## src/core/status_sense_defines.vh

```
`ifndef STATUS_SENSE_DEFINES_VH
`define STATUS_SENSE_DEFINES_VH
// Completion status bytes: code in bits 4..1, all other bits zero.
`define ST_GOOD 8'h00
`define ST_CHECK 8'h02
`define ST_BUSY 8'h08
`define ST_INTERMEDIATE 8'h10
`define ST_CONFLICT 8'h18
// Command opcodes the tracker has to recognise.
`define OP_REQ_SENSE 8'h03
`define OP_INQUIRY 8'h12
`define OP_RELEASE 8'h17
`define OP_REASSIGN 8'h07
`define OP_READ_LONG 8'h3e
`define OP_WRITE_LONG 8'h3f
`define OP_NO_OP 8'hc0
`define OP_PRIO_RESERVE 8'hc1
// Sense keys.
`define KEY_NONE 4'h0
`define KEY_RECOVERED 4'h1
`define KEY_HARDWARE 4'h4
`define KEY_ILLEGAL 4'h5
`define KEY_UNIT_ATTN 4'h6
`define KEY_ABORTED 4'hb
// Sense codes used for rejected requests and bus failures.
`define CODE_BAD_CDB 8'h24
`define CODE_BAD_LUN 8'h25
`define CODE_UNIT_ATTN 8'h29
`define CODE_BUS_FAIL 8'h47
// Extended sense record layout.
`define SENSE_ERR_CODE 7'h70
`define SENSE_ADD_LEN 8'h28
`define SENSE_BYTES 6'd48
`define SB_ERR 6'd0
`define SB_KEY 6'd2
`define SB_INFO0 6'd3
`define SB_INFO3 6'd6
`define SB_ADDLEN 6'd7
`define SB_CSI0 6'd8
`define SB_CSI3 6'd11
`define SB_CODE 6'd12
`define SB_TID 6'd14
`define SB_LUN 6'd15
`define KEY_LEN_MIS_BIT 5
// Eight identified initiators plus one anonymous slot.
`define NSLOT 9
`define ANON_SLOT 4'd8
`endif

```

## src/core/scsi_status_sense_tracker.v

```verilog
`timescale 1ns/1ps
`include "status_sense_defines.vh"
// How it works
// - Every command not dropped by a reset, nor arriving in a completion cycle, ends with one status byte.
// - Status byte: code in bits four to one.
// - Good, or intermediate when linked command succeeds.
// - Check condition always enters pending with sense.
// - Recovered error key still means command succeeded.
// - Reject bad LUN, CDB, attention, transfer fault.
// - Busy while executing or loading drive information.
// - Reserved elsewhere: conflict, except sense, inquiry, release.
// - Bus failure also enters pending; extended sense only.
// - Pending kept per initiator; others run normally.
// - Owner command that runs, except no-op, clears pending state.
// - Abort from owner discards its sense.
// - Owner addressing another LUN gets busy.
// - Invalid LUN becomes the pending LUN.
// - New error while pending builds fresh sense.
// - Bus reset or device reset clears pending state and running command, sets attention.
// - Unidentified initiator uses the anonymous slot.
// - Record has validity flag and error code 70h.
// - Length mismatch flag only for long read/write.
// - Information holds block address or length difference.
// - Additional length always reads 28h.
// - Command specific field only for block reassign.
// - Unit attention clears once reported as check.
module scsi_status_sense_tracker (
  input wire mclk,
  input wire reset,
  input wire [2:0] targetId,
  input wire reqValid,
  input wire reqIdValid,
  input wire [2:0] reqId,
  input wire [2:0] reqLun,
  input wire [7:0] reqOpcode,
  input wire reqLink,
  input wire lunValid,
  input wire cdbError,
  input wire xferHwError,
  input wire reservedByOther,
  input wire loadingInfo,
  input wire cmdDone,
  input wire doneError,
  input wire [3:0] doneKey,
  input wire [7:0] doneCode,
  input wire doneInfoValid,
  input wire [31:0] doneLba,
  input wire [15:0] doneReqLen,
  input wire [15:0] doneBlkLen,
  input wire [31:0] doneCmdSpecific,
  input wire abortMsg,
  input wire abortIdValid,
  input wire [2:0] abortId,
  input wire busResetCond,
  input wire devResetMsg,
  input wire busFail,
  input wire busFailIdValid,
  input wire [2:0] busFailId,
  input wire [2:0] busFailLun,
  input wire readyAttn,
  input wire modeChanged,
  input wire [2:0] modeChangerId,
  input wire [5:0] senseIdx,
  output reg statusValid_reg,
  output reg [7:0] statusByte_reg,
  output reg cmdSuccess_reg,
  output reg execStart_reg,
  output reg [7:0] execOp_reg,
  output reg [2:0] execLun_reg,
  output reg [3:0] execSlot_reg,
  output reg execActive_reg,
  output reg [7:0] senseByte_reg,
  output reg [8:0] pendValid_reg,
  output reg [7:0] unitAttn_reg
);
  // Per-slot pending LUN and retained sense fields, indexed by slot.
  reg [2:0] pendLun_reg [0:8];
  reg [3:0] keyMem_reg [0:8];
  reg [7:0] codeMem_reg [0:8];
  reg [31:0] infoMem_reg [0:8];
  reg [31:0] csiMem_reg [0:8];
  reg [8:0] infoOk_reg;
  reg [8:0] lenMisMem_reg;
  // Snapshot handed out by a sense request, so clearing the slot is safe.
  reg snapValid_reg;
  reg snapLenMis_reg;
  reg [3:0] snapKey_reg;
  reg [7:0] snapCode_reg;
  reg [31:0] snapInfo_reg;
  reg [31:0] snapCsi_reg;
  reg [2:0] snapLun_reg;
  // Link request of the command now running.
  reg execLink_reg;
  // Request decision, settled combinationally from the current request.
  reg [3:0] reqSlot;
  reg [7:0] decStatus;
  reg decReject;
  reg decCheck;
  reg [3:0] decKey;
  reg [7:0] decCode;
  reg decExec;
  reg reqAttn;
  reg isSense;
  reg isInq;
  // Completion sense fields, built from the executor report.
  reg [31:0] doneInfo;
  reg doneLenMis;
  reg doneLong;
  reg [15:0] lenDiff;
  reg [3:0] failSlot;
  reg [3:0] abortSlot;
  wire [7:0] fmtByte;
  integer i;

  // Anonymous selections share one slot apart from the eight identities.
  function [3:0] slotOf;
    input idKnown;
    input [2:0] id;
    begin
      slotOf = idKnown ? {1'b0, id} : `ANON_SLOT;
    end
  endfunction

  // Decide the answer to a new request, in priority order.
  always @* begin
    reqSlot = slotOf(reqIdValid, reqId);
    isSense = (reqOpcode == `OP_REQ_SENSE);
    isInq = (reqOpcode == `OP_INQUIRY);
    reqAttn = reqIdValid & unitAttn_reg[reqId];
    decStatus = `ST_GOOD;
    decReject = 1'b1;
    decCheck = 1'b0;
    decKey = `KEY_NONE;
    decCode = 8'h00;
    decExec = 1'b0;
    if (execActive_reg || loadingInfo) begin
      // One command at a time; new ones wait out setup too.
      decStatus = `ST_BUSY;
    end else if (pendValid_reg[reqSlot] && pendLun_reg[reqSlot] != reqLun) begin
      // Owner must come back to its pending LUN first.
      decStatus = `ST_BUSY;
    end else if (!lunValid && !isInq) begin
      // The bad LUN itself becomes the pending LUN below.
      decCheck = 1'b1;
      decKey = `KEY_ILLEGAL;
      decCode = `CODE_BAD_LUN;
    end else if (reqAttn && !isSense && !isInq && reqOpcode != `OP_PRIO_RESERVE) begin
      decCheck = 1'b1;
      decKey = `KEY_UNIT_ATTN;
      decCode = `CODE_UNIT_ATTN;
    end else if (cdbError) begin
      decCheck = 1'b1;
      decKey = `KEY_ILLEGAL;
      decCode = `CODE_BAD_CDB;
    end else if (xferHwError) begin
      decCheck = 1'b1;
      decKey = `KEY_HARDWARE;
      decCode = `CODE_BUS_FAIL;
    end else if (reservedByOther && !isSense && !isInq) begin
      // A release from a non-holder is swallowed and simply reported good.
      if (reqOpcode != `OP_RELEASE) begin
        decStatus = `ST_CONFLICT;
      end
    end else begin
      decReject = 1'b0;
      decExec = 1'b1;
    end
    if (decCheck) begin
      decStatus = `ST_CHECK;
    end
  end

  // Build completion sense: the length difference only for long transfers.
  always @* begin
    doneLong = (execOp_reg == `OP_READ_LONG) || (execOp_reg == `OP_WRITE_LONG);
    doneLenMis = doneLong && (doneReqLen != doneBlkLen);
    lenDiff = doneReqLen - doneBlkLen;
    if (doneLenMis) begin
      // Sign-extend so a short request reads as a two's complement value.
      doneInfo = {{16{lenDiff[15]}}, lenDiff};
    end else begin
      doneInfo = doneLba;
    end
    failSlot = slotOf(busFailIdValid, busFailId);
    abortSlot = slotOf(abortIdValid, abortId);
  end

  // Format the byte the sense reader currently points at.
  sense_byte_format i_sense_byte_format (
    .infoValid(snapValid_reg),
    .lengthMismatchFlag(snapLenMis_reg),
    .senseKey(snapKey_reg),
    .senseCode(snapCode_reg),
    .info(snapInfo_reg),
    .cmdSpecific(snapCsi_reg),
    .lun(snapLun_reg),
    .targetId(targetId),
    .byteIdx(senseIdx),
    .senseByte(fmtByte)
  );

  // Status reporting and the execution hand-off.
  always @(posedge mclk or posedge reset) begin
    if (reset) begin
      statusValid_reg <= 1'b0;
      statusByte_reg <= 8'h00;
      cmdSuccess_reg <= 1'b0;
      execStart_reg <= 1'b0;
      execOp_reg <= 8'h00;
      execLun_reg <= 3'h0;
      execSlot_reg <= 4'h0;
      execActive_reg <= 1'b0;
      execLink_reg <= 1'b0;
      senseByte_reg <= 8'h00;
    end else begin
      statusValid_reg <= 1'b0;
      execStart_reg <= 1'b0;
      senseByte_reg <= fmtByte;
      if (busResetCond || devResetMsg) begin
        // A reset drops the running command without a status byte.
        execActive_reg <= 1'b0;
      end else if (cmdDone && execActive_reg) begin
        // Each completed command closes with exactly one status byte.
        execActive_reg <= 1'b0;
        statusValid_reg <= 1'b1;
        if (doneError) begin
          statusByte_reg <= `ST_CHECK;
          cmdSuccess_reg <= (doneKey == `KEY_RECOVERED);
        end else begin
          statusByte_reg <= execLink_reg ? `ST_INTERMEDIATE : `ST_GOOD;
          cmdSuccess_reg <= 1'b1;
        end
      end else if (reqValid) begin
        if (decReject) begin
          statusValid_reg <= 1'b1;
          statusByte_reg <= decStatus;
          cmdSuccess_reg <= (decStatus == `ST_GOOD);
        end else begin
          execStart_reg <= 1'b1;
          execActive_reg <= 1'b1;
          execOp_reg <= reqOpcode;
          execLun_reg <= reqLun;
          execSlot_reg <= reqSlot;
          execLink_reg <= reqLink;
        end
      end
    end
  end

  // Pending state and retained sense per slot, unit attention per identified initiator.
  // Clears are applied first so a same-cycle bus failure or rejected request always survives.
  always @(posedge mclk or posedge reset) begin
    if (reset) begin
      pendValid_reg <= 9'h000;
      infoOk_reg <= 9'h000;
      lenMisMem_reg <= 9'h000;
      unitAttn_reg <= 8'hff;
      for (i = 0; i < `NSLOT; i = i + 1) begin
        pendLun_reg[i] <= 3'h0;
        keyMem_reg[i] <= 4'h0;
        codeMem_reg[i] <= 8'h00;
        infoMem_reg[i] <= 32'h00000000;
        csiMem_reg[i] <= 32'h00000000;
      end
      snapValid_reg <= 1'b0;
      snapLenMis_reg <= 1'b0;
      snapKey_reg <= 4'h0;
      snapCode_reg <= 8'h00;
      snapInfo_reg <= 32'h00000000;
      snapCsi_reg <= 32'h00000000;
      snapLun_reg <= 3'h0;
    end else begin
      if (busResetCond || devResetMsg) begin
        pendValid_reg <= 9'h000;
      end
      if (abortMsg) begin
        pendValid_reg[abortSlot] <= 1'b0;
      end
      if (reqValid && !execActive_reg && decExec) begin
        if (reqOpcode != `OP_NO_OP) begin
          pendValid_reg[reqSlot] <= 1'b0;
        end
        if (reqOpcode == `OP_PRIO_RESERVE && reqIdValid) begin
          unitAttn_reg[reqId] <= 1'b0;
        end
        if (isSense) begin
          // Hand out what is retained, or attention, or an empty record.
          snapLun_reg <= reqLun;
          snapCsi_reg <= csiMem_reg[reqSlot];
          snapInfo_reg <= infoMem_reg[reqSlot];
          if (pendValid_reg[reqSlot]) begin
            snapValid_reg <= infoOk_reg[reqSlot];
            snapLenMis_reg <= lenMisMem_reg[reqSlot];
            snapKey_reg <= keyMem_reg[reqSlot];
            snapCode_reg <= codeMem_reg[reqSlot];
          end else begin
            snapValid_reg <= 1'b0;
            snapLenMis_reg <= 1'b0;
            snapKey_reg <= reqAttn ? `KEY_UNIT_ATTN : `KEY_NONE;
            snapCode_reg <= reqAttn ? `CODE_UNIT_ATTN : 8'h00;
            snapCsi_reg <= 32'h00000000;
            snapInfo_reg <= 32'h00000000;
            if (reqAttn) begin
              unitAttn_reg[reqId] <= 1'b0;
            end
          end
        end
      end
      if (busFail) begin
        // Forced bus-free still leaves sense to collect.
        pendValid_reg[failSlot] <= 1'b1;
        pendLun_reg[failSlot] <= busFailLun;
        keyMem_reg[failSlot] <= `KEY_ABORTED;
        codeMem_reg[failSlot] <= `CODE_BUS_FAIL;
        infoOk_reg[failSlot] <= 1'b0;
        lenMisMem_reg[failSlot] <= 1'b0;
        infoMem_reg[failSlot] <= 32'h00000000;
        csiMem_reg[failSlot] <= 32'h00000000;
      end
      if (reqValid && !execActive_reg && decCheck) begin
        // Fresh sense replaces any older record for this slot.
        pendValid_reg[reqSlot] <= 1'b1;
        pendLun_reg[reqSlot] <= reqLun;
        keyMem_reg[reqSlot] <= decKey;
        codeMem_reg[reqSlot] <= decCode;
        infoOk_reg[reqSlot] <= 1'b0;
        lenMisMem_reg[reqSlot] <= 1'b0;
        infoMem_reg[reqSlot] <= 32'h00000000;
        csiMem_reg[reqSlot] <= 32'h00000000;
        if (decKey == `KEY_UNIT_ATTN) begin
          unitAttn_reg[reqId] <= 1'b0;
        end
      end
      if (cmdDone && execActive_reg && doneError && !busResetCond && !devResetMsg) begin
        pendValid_reg[execSlot_reg] <= 1'b1;
        pendLun_reg[execSlot_reg] <= execLun_reg;
        keyMem_reg[execSlot_reg] <= doneKey;
        codeMem_reg[execSlot_reg] <= doneCode;
        infoOk_reg[execSlot_reg] <= doneInfoValid | doneLenMis;
        lenMisMem_reg[execSlot_reg] <= doneLenMis;
        infoMem_reg[execSlot_reg] <= doneInfo;
        if (execOp_reg == `OP_REASSIGN) begin
          csiMem_reg[execSlot_reg] <= doneCmdSpecific;
        end else begin
          csiMem_reg[execSlot_reg] <= 32'h00000000;
        end
      end
      // Attention sets come last, so a report in the same cycle cannot swallow a new one.
      if (readyAttn || busResetCond || devResetMsg) begin
        unitAttn_reg <= 8'hff;
      end
      if (modeChanged) begin
        // Everyone but the initiator that changed the block size is told.
        for (i = 0; i < 8; i = i + 1) begin
          if (modeChangerId != i[2:0]) begin
            unitAttn_reg[i] <= 1'b1;
          end
        end
      end
    end
  end
endmodule

```

## src/core/sense_byte_format.v

```verilog
`timescale 1ns/1ps
`include "status_sense_defines.vh"
// Picks one byte of the 48-byte extended sense record from the stored fields.
module sense_byte_format (
  input wire infoValid,
  input wire lengthMismatchFlag,
  input wire [3:0] senseKey,
  input wire [7:0] senseCode,
  input wire [31:0] info,
  input wire [31:0] cmdSpecific,
  input wire [2:0] lun,
  input wire [2:0] targetId,
  input wire [5:0] byteIdx,
  output reg [7:0] senseByte
);
  // Unlisted bytes, and anything past the record end, read as zero.
  always @* begin
    senseByte = 8'h00;
    case (byteIdx)
      `SB_ERR: senseByte = {infoValid, `SENSE_ERR_CODE};
      `SB_KEY: senseByte = {2'b00, lengthMismatchFlag, 1'b0, senseKey};
      6'd3: senseByte = info[31:24];
      6'd4: senseByte = info[23:16];
      6'd5: senseByte = info[15:8];
      6'd6: senseByte = info[7:0];
      `SB_ADDLEN: senseByte = `SENSE_ADD_LEN;
      6'd8: senseByte = cmdSpecific[31:24];
      6'd9: senseByte = cmdSpecific[23:16];
      6'd10: senseByte = cmdSpecific[15:8];
      6'd11: senseByte = cmdSpecific[7:0];
      `SB_CODE: senseByte = senseCode;
      `SB_TID: senseByte = {5'h00, targetId};
      `SB_LUN: senseByte = {5'h00, lun};
      default: senseByte = 8'h00;
    endcase
  end
endmodule

```

## config.mk

```make
export PLATFORM = sky130hd
export DESIGN_NAME = scsi_status_sense_tracker
export DESIGN_NICKNAME = d
export VERILOG_FILES = /design/src/core/scsi_status_sense_tracker.v /design/src/core/sense_byte_format.v
export VERILOG_INCLUDE_DIRS = /design/src /design/src/core
export SDC_FILE = /design/constraint.sdc
export NUM_CORES = 2
export LEC_CHECK = 0
export ABC_AREA = 0
export BUFFER_PORTS_ARGS = -buffer_cell sky130_fd_sc_hd__buf_4
export CAP_MARGIN = 5
export CORE_MARGIN = 10
export CORE_UTILIZATION = 45
export CTS_CLUSTER_SIZE = 14
export DETAILED_ROUTE_END_ITERATION = 16
export SYNTH_ARGS = -nofsm -noshare
export SYNTH_HDL_FRONTEND = slang
export SYNTH_SLANG_ARGS = --single-unit
```

## constraint.sdc

```tcl
create_clock -name mclk -period 48.4 [get_ports mclk]
set_input_delay 2.42 -clock mclk [delete_from_list [all_inputs] [get_ports mclk]]
set_output_delay 2.42 -clock mclk [all_outputs]
set_load 0.05 [all_outputs]
```

==> impl_results.rst <==
.. list-table::
   :header-rows: 1

   * - Metric
     - Value
   * - Hold Startpoint
     - snapInfo_reg[6]
   * - Startpoint of the most critical setup path
     - reqId[0]
   * - Count of buffers added by post-CTS timing repair for setup
     - 0
   * - Antenna violations before repair
     - 6
   * - Highest ir drop seen on vdd
     - 27.8 uV
   * - Hold bufs inserted after CTS
     - 0
   * - First drt pass iteration count
     - 9
   * - Setup crit start kind
     - input port
   * - Half-perimeter wire length after placement
     - 91,300 um
   * - Number of synthesized flops with an enable pin
     - 0
   * - Number of instances in the synthesized netlist
     - 3,576
   * - Routed via count
     - 33,800
   * - Worst-path clk slew
     - 60 ps
   * - Outcome
     - complete, no violations
   * - Area growth syn-to-layout
     - 14.0%
   * - Placer's final routability congestion estimate
     - 0.938
   * - Synthesized area per cell
     - 11.2 um2
   * - Sink count of the clock tree
     - 858
   * - Fin crit share
     - 14.7%
   * - Post-detailed-route via-to-cell ratio
     - 7.00
   * - Initial Util
     - 45.3%
   * - CTS root buffer
     - sky130_fd_sc_hd__clkbuf_16
   * - Pin count of the biggest net entering global routing
     - 161
   * - WL final
     - 151,000 um
   * - Final critical-path required period
     - 7100 ps
   * - Total core area
     - 0.0882 mm2
   * - Maximum operating frequency
     - 141 MHz
   * - Setup total negative slack
     - 0 ps
   * - Insertion delay to the later sink of the worst-skew pair
     - 670 ps
   * - Die Wd
     - 318 um
   * - Setup slack at placement
     - 40,800 ps
   * - Via count of the first global-routing pass
     - 34,200
   * - Multi-input gate area
     - 0.0170 mm2
   * - Biggest fanout along the worst timing path
     - 58
   * - Number of DRC markers after the initial detailed-route iteration
     - 4,323
   * - TritonCTS clock tree
     - yes
   * - Pleak
     - 20.7 nW
   * - Share of synthesized area occupied by flip-flops and latches
     - 53.8%
   * - Total of endpoints with negative setup slack in the final report
     - 0
   * - Maximum clock skew at final layout
     - 26.4 ps
   * - Number of fillers in the final layout
     - 7,649
   * - Capturing element type of the critical path
     - flop
   * - Startpoint of the worst register-to-register path
     - pendLun_reg[25]
   * - Number of primary I/O pins
     - 216
   * - Mapped Area
     - 0.0400 mm2
   * - Residual antenna-violating net count after detailed routing
     - 0
   * - Remaining routing DRC violations
     - 0
   * - Power Total
     - 1.65 mW
   * - Final Hold Fails
     - 0
   * - Setup repair after global routing missed its margin
     - false
   * - CTS Buf Count
     - 94
   * - Total Routing Usage GR
     - 28.9%
   * - CP Class
     - input port to flop
   * - Commonest non-fill, non-tap cells in the layout
     - sky130_fd_sc_hd__dfrtp_1, sky130_fd_sc_hd__a22o_1, sky130_fd_sc_hd__buf_4
   * - Cell occurring most often along the worst timing path
     - sky130_fd_sc_hd__buf_4
   * - Critical-path cell with the highest stage delay
     - sky130_fd_sc_hd__and3_4
   * - Fraction of final layout cells with drive strength greater than 1
     - 15.7%
   * - DR WL/cell
     - 31.4 um
   * - Number of input and output port buffers inserted
     - 210
   * - Number of violations of the max-capacitance limit
     - 0
   * - CP Data Arrival Time
     - 7690 ps
   * - Floorplan row count
     - 109
   * - Fin nets
     - 3,767
   * - Hold/Removal Path Class
     - flop to flop
   * - Die area
     - 0.101 mm2
   * - Depth of the CTS H-tree
     - 3
   * - Cell Area, Placed
     - 0.0424 mm2
   * - Worst path cell trace
     - buf_4 -> buf_4 -> mux4_2 -> mux2i_1 -> nor2_1 -> a2111oi_1 -> or4_1 -> and3_4 -> buf_4 -> a22o_1
   * - Flops & latches, synth
     - 858
   * - Area occupied by registers
     - 0.0215 mm2
   * - Die boundary height
     - 318 um
   * - Predominant post-synthesis flop cell
     - sky130_fd_sc_hd__dfrtp_1
   * - Slew at the pin with the worst max-slew slack
     - 1270 ps
   * - Wire length of the first global-routing pass
     - 228,000 um
   * - Cell variety after synth
     - 85
   * - Most common cell after layout, fill and taps aside
     - sky130_fd_sc_hd__dfrtp_1
   * - Required @ worst endpoint
     - 48,990 ps
   * - Crit path largest cell delay
     - 830 ps
   * - Grt ovf
     - 0
   * - Worst slew margin relative to its limit
     - 15.2%
   * - Setup ws final
     - 41,300 ps
   * - Asr flop ratio synth
     - 100%
   * - Yosys warnings
     - 0
   * - Total power divided by cell area
     - 36.2 mW/mm2
   * - Slew Limit Fails
     - 0
   * - Post-CTS sizing
     - 0
   * - Cell area after layout
     - 0.0455 mm2
   * - Number of buffers between clock root and the deepest sink
     - 3
[worst max-delay path, delay by kind of cell]
family,cells,cell delay [ps]
compound gates,2,840
mux,2,790
simple gates,3,1780
buf+inv,3,1720
[metrics by stage]
stage                     cells  util [%]  hold slack, ps
after floorplan            3580         -             443
after global placement     4654      48.0             465
after detailed placement   4655      48.0             470
after CTS                  4824      51.6             484
after global routing       4827      51.6             500
final                      4827      51.6             481
[power by group]
group	switching, mW	internal, mW	total (mW)
clock network	0.304	0.428	0.732
registers	0.0146	0.740	0.754
logic	0.111	0.0530	0.164
[synth_stat cells (all sizes together), types with 55 or more instances]
| cell | instances | area [um2] |
|---|---|---|
| dfrtp | 850 | 21300 |
| o22ai | 55 | 344 |
| o2bb2ai | 64 | 561 |
| a211oi | 120 | 901 |
| o31ai | 78 | 586 |
| mux2i | 161 | 1610 |
| a22o | 398 | 3490 |
| o21ai | 146 | 731 |
| a221o | 160 | 1600 |
| a21oi | 120 | 604 |
| nor2 | 163 | 612 |
| clkbuf | 273 | 1020 |
| nand2 | 186 | 698 |
| o221ai | 68 | 596 |
| buf | 119 | 544 |
[final cells by class]
| class | instances | share of cell area, % |
|---|---|---|
| multi-input combinational | 2281 | 37.2 |
| antenna | 2 | 0.0110 |
| tap | 1165 | 3.20 |
| clock buffer | 136 | 5.98 |
| timing repair buffer | 303 | 5.08 |
| inverter | 49 | 0.423 |
| clock inverter | 33 | 0.898 |
| sequential | 858 | 47.2 |
[per-layer routing]
metal	vias to the layer above	part of all wire, %	GRT usage [%]
met5	-	0.022	0
met4	6	4.7	12.7
met3	430	10	7.03
met2	2130	45	44.8
met1	17300	40	38.1
li1	14000	-	-
[worst paths after layout]
| kind | slack [ps] | cells after the start | end |
|---|---|---|---|
| max | 41300 | 10 | csiMem_reg[267] |
| min | 480 | 2 | snapInfo_reg[6] |
| max reg2reg | 43820 | 10 | csiMem_reg[267] |
| min reg2reg | 480 | 2 | snapInfo_reg[6] |
| max in group asynchronous | 43910 | 4 | csiMem_reg[262] |
| min in group asynchronous | 1890 | 2 | infoMem_reg[177] |
[kinds of logic after synthesis]
group | Yosys count | synth area share (%)
other cells | 1 | 0.00939
mux | 193 | 5.08
flops | 858 | 53.8
xor+xnor | 11 | 0.241
simple gates | 617 | 7.39
buf+inv | 441 | 4.39
fa+ha+maj | 16 | 0.520
compound gates | 1439 | 28.6
Note: power is estimated with default switching activity, not from simulation.
